`src/rgs_map.svh`:
```
`ifndef RGS_MAP_SVH
`define RGS_MAP_SVH
// Register byte offsets on the Wishbone slave.
`define RGS_ADR_GAIN_CFG 8'h00
`define RGS_ADR_CTRL 8'h04
`define RGS_ADR_GAIN_STATE 8'h08
`define RGS_ADR_STRENGTH 8'h0c
`define RGS_ADR_CMD 8'h10
// Command register bit positions; writing a one issues the command.
`define RGS_CMD_GAIN_RESET 0
`define RGS_CMD_SQUELCH 1
`define RGS_CMD_STRENGTH_CLEAR 2
`define RGS_CMD_ANALOG_PRESET 3
// Field widths and positions.
`define RGS_CODE_W 4
`define RGS_CTRL_W 13
`define RGS_STRENGTH_B_LSB 4
// Reset values.
`define RGS_CTRL_RESET 13'h0005
`define RGS_GAIN_CFG_RESET 4'h0
// Gain code layout.
`define RGS_CODE_MAX 4'ha
`define RGS_CODE_PRESET 4'h4
`define RGS_CODE_ZERO 4'h0
`define RGS_WIN_MAX 3'h4
`define RGS_RED_NONE 3'h0
`define RGS_PEER_RED 3'h2
`define RGS_PEER_FILTER 6'h05
`define RGS_STRENGTH_MAX 4'hd
// Loop figures.
`define RGS_SQ_TOGGLE_LIMIT 2
`define RGS_AGC_PULSES 8
// Timing: clock period and times in nanoseconds.
`define RGS_CLK_NS 40
`define RGS_SQ_DELAY_NS 18880
`define RGS_SQ_WINDOW_NS 50000
`endif

```
`src/rgs_pkg.sv`:
```
package rgs_pkg;
  // Squelch sequencer states.
  typedef enum logic [1:0] {SQ_IDLE, SQ_WAIT, SQ_RUN} rgs_sq_e;
  // Software control bits, most significant field first.
  typedef struct packed {
    logic [5:0] filter;
    logic peer_mode;
    logic peer_gain_force;
    logic clip_en;
    logic sqm_dyn;
    logic agc_alg;
    logic agc_mode;
    logic agc_en;
  } rgs_ctrl_s;
endpackage

```
`src/rgs_toggle_window.sv`:
```
`timescale 1ns/1ps
module rgs_toggle_window #(
  parameter int WIN_CYC = 1250,
  parameter int LIMIT = 2
) (
  input wire logic clk_i,  // System clock.
  input wire logic rst_i,  // Synchronous reset.
  input wire logic run_i,  // Observation enabled.
  input wire logic din_i,  // Observed comparator output.
  output logic done_o,     // One-cycle pulse at window end.
  output logic over_o      // With done_o: more than LIMIT toggles seen.
);
  logic d_q;
  logic [$clog2(WIN_CYC)-1:0] win_cnt;
  logic [$clog2(LIMIT+2)-1:0] tog_cnt;
  logic win_end;

  // Window end is reached on the last cycle of the count.
  assign win_end = run_i && (win_cnt == ($clog2(WIN_CYC))'(WIN_CYC - 1));

  // Previous input for edge detection.
  always_ff @(posedge clk_i) begin
    if (rst_i) begin
      d_q <= 1'b0;
    end else begin
      d_q <= din_i;
    end
  end

  // Window timer and saturating toggle count.
  always_ff @(posedge clk_i) begin
    if (rst_i || !run_i || win_end) begin
      win_cnt <= '0;
      tog_cnt <= '0;
    end else begin
      win_cnt <= win_cnt + 1'b1;
      if ((din_i != d_q) && (tog_cnt <= ($clog2(LIMIT+2))'(LIMIT))) begin
        tog_cnt <= tog_cnt + 1'b1;
      end
    end
  end

  // Verdict pulse for the window just closed.
  always_ff @(posedge clk_i) begin
    if (rst_i) begin
      done_o <= 1'b0;
      over_o <= 1'b0;
    end else begin
      done_o <= win_end;
      over_o <= win_end && (tog_cnt > ($clog2(LIMIT+2))'(LIMIT));
    end
  end
endmodule

```
`src/rgs_peak_hold.sv`:
```
`timescale 1ns/1ps
module rgs_peak_hold #(
  parameter int W = 4,
  parameter logic [W-1:0] MAX = 4'hd
) (
  input wire logic clk_i,          // System clock.
  input wire logic rst_i,          // Synchronous reset.
  input wire logic clr_i,          // Restart from zero.
  input wire logic track_i,        // Follow the input while high.
  input wire logic [W-1:0] level_i,  // Present strength level.
  output logic [W-1:0] value_o     // Held peak.
);
  logic [W-1:0] lim;

  // Levels above the top code are clipped to it.
  assign lim = (level_i > MAX) ? MAX : level_i;

  // Peak hold: only rises while tracking, frozen otherwise.
  always_ff @(posedge clk_i) begin
    if (rst_i || clr_i) begin
      value_o <= '0;
    end else if (track_i && (lim > value_o)) begin
      value_o <= lim;
    end
  end
endmodule

```
`src/rgs_gain_ctrl.sv`:
```
// Functional notes
// - Digitizer window has five 3 dB steps, from loop state or manual setting.
// - Eleven gain codes: zero minimum window, four widen window, six cut gain.
// - Squelch starts from the configured initial code; gain control from preset 4h or the squelch code.
// - A readable gain state register shows the resulting gain code.
// - Squelch steps 3 dB up while more than two toggles per 50 us.
// - Squelch accumulated reduction clears only on the gain-reset command.
// - Gain-reset command resets loops and strength, loads shadow from config.
// - Dynamic squelch starts 18.88 us after transmit end, stops on mask expiry.
// - Squelch command is taken only while receive-active is low.
// - Gain control acts from receive-active rise and resets on its fall.
// - Receive-active fall captures gain code into the gain state register.
// - Gain control steps reduction while its wide comparator still toggles.
// - Enable bit switches gain control; mode bit picks whole or first eight pulses.
// - Algorithm bit starts gain control at preset code 4h or at the squelch code.
// - After reset gain control is on, whole period, preset algorithm.
// - Strength of both channels peak-holds from zero while receive-active high.
// - Every gain control step restarts strength measurement from zero.
// - Strength per channel is a 4-bit code, 2.8 dB step, top code Dh.
// - Strength clear command zeroes strength and restarts peak hold.
// - Clipping bit turns on limiters after first and second stages.
// - Peer gain bit forces 6 dB stage reduction with window at maximum.
// - Analog preset loads filter, clipping and peer gain bits once peer mode is set.
`timescale 1ns/1ps
`include "rgs_map.svh"
module rgs_gain_ctrl #(
  parameter int SQ_WIN_CYC = `RGS_SQ_WINDOW_NS / `RGS_CLK_NS,
  parameter int SQ_DLY_CYC = (`RGS_SQ_DELAY_NS + `RGS_CLK_NS - 1) / `RGS_CLK_NS
) (
  input wire logic SYS_CLK_I,          // 25 MHz system clock.
  input wire logic SRST_I,             // Synchronous reset, active high.
  input wire logic CYC_I,              // Wishbone cycle.
  input wire logic STB_I,              // Wishbone strobe.
  input wire logic WE_I,               // Wishbone write enable.
  input wire logic [7:0] ADR_I,        // Wishbone byte address.
  input wire logic [3:0] SEL_I,        // Wishbone byte selects.
  input wire logic [31:0] DAT_I,       // Wishbone write data.
  output logic [31:0] DAT_O,           // Wishbone read data.
  output logic ACK_O,                  // Wishbone acknowledge.
  input wire logic RX_ON_I,            // Receive-active level.
  input wire logic TX_END_I,           // Pulse at end of transmission.
  input wire logic MASK_RX_EXPIRE_I,   // Pulse when mask-receive timer expires.
  input wire logic DIG_I,              // Digitizer comparator output.
  input wire logic AGC_CMP_I,          // Wide gain-control comparator output.
  input wire logic SUBC_PULSE_I,       // Pulse per subcarrier pulse.
  input wire logic [3:0] STRENGTH_A_I, // Channel A strength level.
  input wire logic [3:0] STRENGTH_B_I, // Channel B strength level.
  output logic [2:0] DIG_WIN_O,        // Digitizer window step, 0 to 4.
  output logic [2:0] STAGE23_RED_O,    // Stage 2/3 reduction in 3 dB steps.
  output logic CLIP_EN_O,              // Limiters after stages 1 and 2.
  output logic [5:0] FILTER_SEL_O,     // Filter selection bits.
  output logic SQUELCH_RUN_O           // Squelch observing.
);
  localparam logic [`RGS_CODE_W-1:0] CMAX = `RGS_CODE_MAX;

  rgs_pkg::rgs_ctrl_s ctrl;
  rgs_pkg::rgs_sq_e sq_state;
  logic [`RGS_CODE_W-1:0] gain_cfg, shadow, sq_code, gain_code, gain_state, eff_code;
  logic [3:0] str_a, str_b;
  logic [$clog2(SQ_DLY_CYC+1)-1:0] dly_cnt;
  logic [3:0] pulse_cnt;
  logic wb_req, wb_wr, cmd_wr;
  logic cmd_gain_reset, cmd_squelch, cmd_str_clear, cmd_preset;
  logic rx_q, rx_rise, rx_fall, agc_q, agc_active, agc_step;
  logic sq_done, sq_over, str_clr;

  // Saturating one-step increase of a gain code.
  function automatic logic [`RGS_CODE_W-1:0] sat_inc(input logic [`RGS_CODE_W-1:0] c);
    sat_inc = (c >= CMAX) ? CMAX : c + 1'b1;
  endfunction

  // Window step for a gain code: the first four steps widen the window.
  function automatic logic [2:0] win_of(input logic [`RGS_CODE_W-1:0] c);
    win_of = (c >= 4'(`RGS_WIN_MAX)) ? `RGS_WIN_MAX : c[2:0];
  endfunction

  // Stage reduction for a gain code: steps beyond the window cut gain.
  function automatic logic [2:0] red_of(input logic [`RGS_CODE_W-1:0] c);
    red_of = (c > 4'(`RGS_WIN_MAX)) ? 3'(c - 4'(`RGS_WIN_MAX)) : `RGS_RED_NONE;
  endfunction

  // Bus decode; commands are one-cycle pulses from a write to the command word.
  assign wb_req = CYC_I && STB_I && !ACK_O;
  assign wb_wr = wb_req && WE_I && SEL_I[0];
  assign cmd_wr = wb_wr && (ADR_I == `RGS_ADR_CMD);
  assign cmd_gain_reset = cmd_wr && DAT_I[`RGS_CMD_GAIN_RESET];
  assign cmd_squelch = cmd_wr && DAT_I[`RGS_CMD_SQUELCH];
  assign cmd_str_clear = cmd_wr && DAT_I[`RGS_CMD_STRENGTH_CLEAR];
  assign cmd_preset = cmd_wr && DAT_I[`RGS_CMD_ANALOG_PRESET];

  // Receive-active edges and gain-control comparator toggles.
  assign rx_rise = RX_ON_I && !rx_q;
  assign rx_fall = !RX_ON_I && rx_q;
  assign agc_active = ctrl.agc_en && RX_ON_I && rx_q &&
    (!ctrl.agc_mode || (pulse_cnt < 4'(`RGS_AGC_PULSES)));
  assign agc_step = agc_active && (AGC_CMP_I != agc_q) && (gain_code < CMAX);

  // Wishbone acknowledge: one cycle after the request, dropped the next.
  always_ff @(posedge SYS_CLK_I) begin
    if (SRST_I) begin
      ACK_O <= 1'b0;
    end else begin
      ACK_O <= wb_req;
    end
  end

  // Read data; unmapped offsets read zero.
  always_ff @(posedge SYS_CLK_I) begin
    if (SRST_I) begin
      DAT_O <= '0;
    end else if (wb_req && !WE_I) begin
      case (ADR_I)
        `RGS_ADR_GAIN_CFG: DAT_O <= 32'(gain_cfg);
        `RGS_ADR_CTRL: DAT_O <= 32'(ctrl);
        `RGS_ADR_GAIN_STATE: DAT_O <= 32'(gain_state);
        `RGS_ADR_STRENGTH: DAT_O <= 32'({str_b, str_a});
        default: DAT_O <= '0;
      endcase
    end
  end

  // Manual gain configuration word.
  always_ff @(posedge SYS_CLK_I) begin
    if (SRST_I) begin
      gain_cfg <= `RGS_GAIN_CFG_RESET;
    end else if (wb_wr && (ADR_I == `RGS_ADR_GAIN_CFG)) begin
      gain_cfg <= (DAT_I[3:0] > CMAX) ? CMAX : DAT_I[3:0];
    end
  end

  // Control word; the analog preset loads the peer settings when peer mode is set.
  always_ff @(posedge SYS_CLK_I) begin
    if (SRST_I) begin
      ctrl <= `RGS_CTRL_RESET;
    end else if (wb_wr && (ADR_I == `RGS_ADR_CTRL)) begin
      ctrl <= DAT_I[`RGS_CTRL_W-1:0];
    end else if (cmd_preset && ctrl.peer_mode) begin
      ctrl.filter <= `RGS_PEER_FILTER;
      ctrl.clip_en <= 1'b1;
      ctrl.peer_gain_force <= 1'b1;
    end
  end

  // Edge history of receive-active and the wide comparator.
  always_ff @(posedge SYS_CLK_I) begin
    if (SRST_I) begin
      rx_q <= 1'b0;
      agc_q <= 1'b0;
    end else begin
      rx_q <= RX_ON_I;
      agc_q <= AGC_CMP_I;
    end
  end

  // Subcarrier pulses counted from the start of reception.
  always_ff @(posedge SYS_CLK_I) begin
    if (SRST_I || !RX_ON_I) begin
      pulse_cnt <= '0;
    end else if (SUBC_PULSE_I && (pulse_cnt < 4'(`RGS_AGC_PULSES))) begin
      pulse_cnt <= pulse_cnt + 1'b1;
    end
  end

  // Squelch sequencer: dynamic start after transmit or command while receive is off.
  always_ff @(posedge SYS_CLK_I) begin
    if (SRST_I || cmd_gain_reset) begin
      sq_state <= rgs_pkg::SQ_IDLE;
      dly_cnt <= '0;
    end else begin
      case (sq_state)
        rgs_pkg::SQ_IDLE: begin
          if (ctrl.sqm_dyn && TX_END_I) begin
            sq_state <= rgs_pkg::SQ_WAIT;
            dly_cnt <= ($clog2(SQ_DLY_CYC+1))'(SQ_DLY_CYC - 1);
          end else if (cmd_squelch && !RX_ON_I) begin
            sq_state <= rgs_pkg::SQ_RUN;
          end
        end
        rgs_pkg::SQ_WAIT: begin
          if (MASK_RX_EXPIRE_I) begin
            sq_state <= rgs_pkg::SQ_IDLE;
          end else if (dly_cnt == '0) begin
            sq_state <= rgs_pkg::SQ_RUN;
          end else begin
            dly_cnt <= dly_cnt - 1'b1;
          end
        end
        rgs_pkg::SQ_RUN: begin
          if (MASK_RX_EXPIRE_I && ctrl.sqm_dyn) begin
            sq_state <= rgs_pkg::SQ_IDLE;
          end else if (sq_done && (!sq_over || sq_code == CMAX) && !ctrl.sqm_dyn) begin
            sq_state <= rgs_pkg::SQ_IDLE;
          end
        end
        default: sq_state <= rgs_pkg::SQ_IDLE;
      endcase
    end
  end

  // Toggle observation of the digitizer in 50 us windows.
  rgs_toggle_window #(
    .WIN_CYC(SQ_WIN_CYC),
    .LIMIT(`RGS_SQ_TOGGLE_LIMIT)
  ) u_window (
    .clk_i(SYS_CLK_I),
    .rst_i(SRST_I),
    .run_i(sq_state == rgs_pkg::SQ_RUN),
    .din_i(DIG_I),
    .done_o(sq_done),
    .over_o(sq_over)
  );

  // Shadow of the configuration and squelch reduction; only gain reset clears it.
  always_ff @(posedge SYS_CLK_I) begin
    if (SRST_I) begin
      shadow <= `RGS_GAIN_CFG_RESET;
      sq_code <= `RGS_GAIN_CFG_RESET;
    end else if (cmd_gain_reset) begin
      shadow <= gain_cfg;
      sq_code <= gain_cfg;
    end else if (sq_done && sq_over && sq_state == rgs_pkg::SQ_RUN) begin
      sq_code <= sat_inc(sq_code);
    end
  end

  // Live gain code shared by squelch and gain control.
  always_ff @(posedge SYS_CLK_I) begin
    if (SRST_I) begin
      gain_code <= `RGS_GAIN_CFG_RESET;
    end else if (cmd_gain_reset) begin
      gain_code <= gain_cfg;
    end else if (rx_fall) begin
      gain_code <= sq_code;
    end else if (rx_rise && ctrl.agc_en) begin
      gain_code <= ctrl.agc_alg ? `RGS_CODE_PRESET : sq_code;
    end else if (agc_step) begin
      gain_code <= sat_inc(gain_code);
    end else if (sq_done && sq_over && sq_state == rgs_pkg::SQ_RUN) begin
      gain_code <= sat_inc(sq_code);
    end
  end

  // Readable gain state: last reception's gain, or the squelch result.
  always_ff @(posedge SYS_CLK_I) begin
    if (SRST_I) begin
      gain_state <= `RGS_GAIN_CFG_RESET;
    end else if (cmd_gain_reset) begin
      gain_state <= gain_cfg;
    end else if (rx_fall) begin
      gain_state <= gain_code;
    end else if (sq_done && sq_over && sq_state == rgs_pkg::SQ_RUN) begin
      gain_state <= sat_inc(sq_code);
    end
  end

  // Strength restarts on reception start, gain steps, clear and gain reset.
  assign str_clr = rx_rise || agc_step || cmd_str_clear || cmd_gain_reset;

  rgs_peak_hold #(
    .W(4),
    .MAX(`RGS_STRENGTH_MAX)
  ) u_peak_a (
    .clk_i(SYS_CLK_I),
    .rst_i(SRST_I),
    .clr_i(str_clr),
    .track_i(RX_ON_I),
    .level_i(STRENGTH_A_I),
    .value_o(str_a)
  );

  rgs_peak_hold #(
    .W(4),
    .MAX(`RGS_STRENGTH_MAX)
  ) u_peak_b (
    .clk_i(SYS_CLK_I),
    .rst_i(SRST_I),
    .clr_i(str_clr),
    .track_i(RX_ON_I),
    .level_i(STRENGTH_B_I),
    .value_o(str_b)
  );

  // Loop state is used when a loop is enabled or squelch has acted.
  assign eff_code = (ctrl.agc_en || ctrl.sqm_dyn || sq_code != shadow ||
    sq_state != rgs_pkg::SQ_IDLE) ? gain_code : gain_cfg;

  // Registered analog controls.
  always_ff @(posedge SYS_CLK_I) begin
    if (SRST_I) begin
      DIG_WIN_O <= '0;
      STAGE23_RED_O <= '0;
      CLIP_EN_O <= 1'b0;
      FILTER_SEL_O <= '0;
      SQUELCH_RUN_O <= 1'b0;
    end else begin
      DIG_WIN_O <= ctrl.peer_gain_force ? `RGS_WIN_MAX : win_of(eff_code);
      STAGE23_RED_O <= ctrl.peer_gain_force ? `RGS_PEER_RED : red_of(eff_code);
      CLIP_EN_O <= ctrl.clip_en;
      FILTER_SEL_O <= ctrl.filter;
      SQUELCH_RUN_O <= (sq_state == rgs_pkg::SQ_RUN);
    end
  end
endmodule

```
`config.mk`:
```
export PLATFORM = sky130hd
export DESIGN_NAME = rgs_gain_ctrl
export DESIGN_NICKNAME = d
export VERILOG_FILES = /design/src/rgs_pkg.sv /design/src/rgs_toggle_window.sv /design/src/rgs_peak_hold.sv /design/src/rgs_gain_ctrl.sv
export VERILOG_INCLUDE_DIRS = /design/src
export SDC_FILE = /design/constraint.sdc
export NUM_CORES = 1
export LEC_CHECK = 0
export BUFFER_PORTS_ARGS = -buffer_cell sky130_fd_sc_hd__buf_2
export CORE_MARGIN = 2
export CORE_UTILIZATION = 45
export CTS_CLUSTER_DIAMETER = 120
export DETAILED_ROUTE_END_ITERATION = 16
export PLACE_DENSITY_LB_ADDON = 0.05
export REMOVE_ABC_BUFFERS = 1
export SETUP_SLACK_MARGIN = 0.3
export SYNTH_ARGS = -nofsm -noshare
export SYNTH_HDL_FRONTEND = slang
export SYNTH_SLANG_ARGS = --single-unit
```
`constraint.sdc`:
```
create_clock -name SYS_CLK_I -period 6.6 [get_ports SYS_CLK_I]
set_input_delay 0.33 -clock SYS_CLK_I [delete_from_list [all_inputs] [get_ports SYS_CLK_I]]
set_output_delay 0.33 -clock SYS_CLK_I [all_outputs]
set_load 0.01 [all_outputs]
```
==> results.ini <==
[status]
status=completed

[detailed_routing]
viasPerCell=5.29
drt_wl_total_mm=11.4
num_vias=4078
antenna_left=0
first_pass_iters=5
drcViolationCount=0
post_drt_wl_per_cell_um=14.8
drt_iter0_drc=241

[logic_synthesis]
synthTopCellsByArea=dfxtp_1, nor2_1, ha_1
synth-seq-cells=102
synth_compound_area_share_pct=14.7
synthAdderAreaFrac_pct=4.32
synth_cell_types=62
ys_warn_count=0
syn_inst=569
synthMuxAreaShare_pct=5.08
seq_area_frac_synth_pct=41.4
synth_area_um2=4930
synth.top_cell.area_share_pct=41.4
synth_xor_area_share_pct=4.27
synth_largest_area_cell=dfxtp_1
synthSimpleGateAreaFrac_pct=23.9
synth_top_family_by_area=simple AND/OR/NAND/NOR gates
synth_area_per_cell_um2=8.66
synth_edf_count=0
async_flop_share_pct=0
synthFlopType=dfxtp_1

[clock_network]
cts.sinks=102
clock_tree.root_cell=clkbuf_8
path_clk_slew_ns=0.10
hold_buffers=0
cts_buffers=9
cts_max_level=3
clock_path_buffers=2
cts_setup_buffers=0
cts_resized=0
worstSkewPairLatency_ns=0.37
tritoncts=built

[critical_path]
crit_type=flip-flop to flip-flop
worstPathMaxFanout=14
crit_required_ns=6.86
start_kind=flip-flop
critPathSlowestCell=nand2b_1
cp_num_cells=6
r2r_end=dly_cnt[5]
cp-end-kind=flip-flop
crit_start=ACK_O
critical_path.cell_chain=nand3b_1, nor4_4, nand3_1, nand2b_1, nand2b_1, nor2_1
slowest_delay_ns=0.55
cp_num_buf_inv=0
cp.arrival_ns=2.94
path_common_cell=nand2b_1
rrSetupSlack_ns=3.92
cp-endpoint=dly_cnt[5]
worstRegToRegCells=6
r2r-start=ACK_O
path_delay_family=simple AND/OR/NAND/NOR gates

[sta]
rsz0062_at_grt=no
finalHoldViolCount=0
clock.fmax_mhz=374
fin_crit_sh_pct=40.6
finalMaxSlewViolations=0
slew_headroom_pct=50.1
finalClockSkew_ns=0.0146
worstMarginPinSlew_ns=0.745
setup_violations=0
setup_tns_ns=0
fin_crit_ns=2.68

[global_route]
grt_usage_pct=19.9
antenna_found_initial=0
grt_max_degree=68
grt_overflow=0
grt_pass1_wl_mm=18.4
grt_pass1_vias=3810

[floorplan]
rows=38
dieArea_um2=11800
ios=110
coreArea_um2=10700
fp.dieW_um=109
initial_utilization_pct=45.9
fp.dieH_um=109

[placed_design]
port-buffer-count=68
dp.cells=755
dpl_cell_area_um2=5290
place_congestion=0.873
place_hpwl_mm=8.30

[finish]
final_common_cell=dfxtp_1
multiInputGateArea_um2=2650
layout-drive-gt1-share_pct=16.5
layout_common_cells=dfxtp_1, nor2_1, buf_2
nets=706
area_growth_pct=12.3
fin_area_um2=5530
diodes=0
fillers=1068
instances_no_fill=771
seq_area_um2=2040

[power_and_ir_drop]
p_per_area_nw_per_um2=216
power_leakage_nw=2.23
peakVddDrop_v=0.000117

[worst_hold_path]
min-delay-path-class=input pin to flip-flop

[job]
maxCapViolCount=0

[flip-flops by register name, summed over array words and instances, names as in the netlist, 2 cells and up]
register and cells:
gain_code 4, sq_state 2, pulse_cnt 4, u_peak_b.value_o 4, DAT_O 13, sq_code 4
STAGE23_RED_O 3, dly_cnt 9, FILTER_SEL_O 6, ctrl 13, gain_state 4, u_window.win_cnt 11
gain_cfg 4, shadow 4, u_window.tog_cnt 2, u_peak_a.value_o 4, DIG_WIN_O 3
[cells in the mapped netlist (all sizes together), types with 15 or more instances]
library cell	count
nor2	87
buf	22
nand3	23
dfxtp	102
ha	17
a21oi	42
nand2	44
o21ai	15
clkbuf	19
nor3	15
mux2i	16
inv	21
[final cells by class]
class | instances | share of cell area [%]
flip-flops and latches | 102 | 36.9
inverters | 21 | 1.42
clock buffers | 10 | 2.31
well taps | 140 | 3.17
clock inverters | 6 | 2.10
multi-input cells | 423 | 47.8
repair buffers | 69 | 6.29
[layer usage]
| layer | vias up | track usage [%] | share of wire, % |
|---|---|---|---|
| li1 | 2070 | - | - |
| met1 | 1899 | 26.1 | 47 |
| met2 | 102 | 32.6 | 47 |
| met3 | 7 | 3.83 | 5.3 |
| met4 | 0 | 7.33 | 0.73 |
| met5 | - | 0 | 0 |
[worst min-delay path by stage]
stage          slack, ns        to  depth (start not counted)     start
6_report            0.19   ctrl[6]                          3  DAT_I[6]
3_3_place_gp        0.45  DAT_O[3]                          2  DAT_O[3]
3_5_place_dp        0.45  DAT_O[3]                          2  DAT_O[3]
2_1_floorplan       0.40  DAT_O[0]                          1    SRST_I
5_1_grt             0.17   ctrl[6]                          3  DAT_I[6]
4_1_cts             0.18   ctrl[6]                          3  DAT_I[6]
[power by group]
group | total, mW | switching, mW | internal, mW
Combinational | 0.0910 | 0.0558 | 0.0352
Clock | 0.475 | 0.219 | 0.255
Sequential | 0.629 | 0.00657 | 0.622
[cells by family after synthesis]
group                      Yosys count
AOI/OAI and AO/OA                  110
xor gates and xnor gates            24
adders and majority gates           17
buffers and inverters               62
DFF                                102
muxes                               20
other                                1
and+or+nand+nor                    233
[tightest hold or removal path: stages]
cell and delay, ns:
buf_2 0.10, nand2_1 0.05, a21oi_1 0.05
[stage by stage]
step	hold slack [ns]	util, %	worst slack (ns)	total power [mW]
global route	0.172	51.5	3.74	1.25
floorplan	0.399	-	4.42	0.694
detailed placement	0.447	49.2	3.73	0.733
finish	0.191	51.5	3.92	1.19
CTS	0.179	51.5	3.89	1.21
global placement	0.446	49.2	3.68	0.731
No activity file was read; power rests on OpenSTA's default activity.
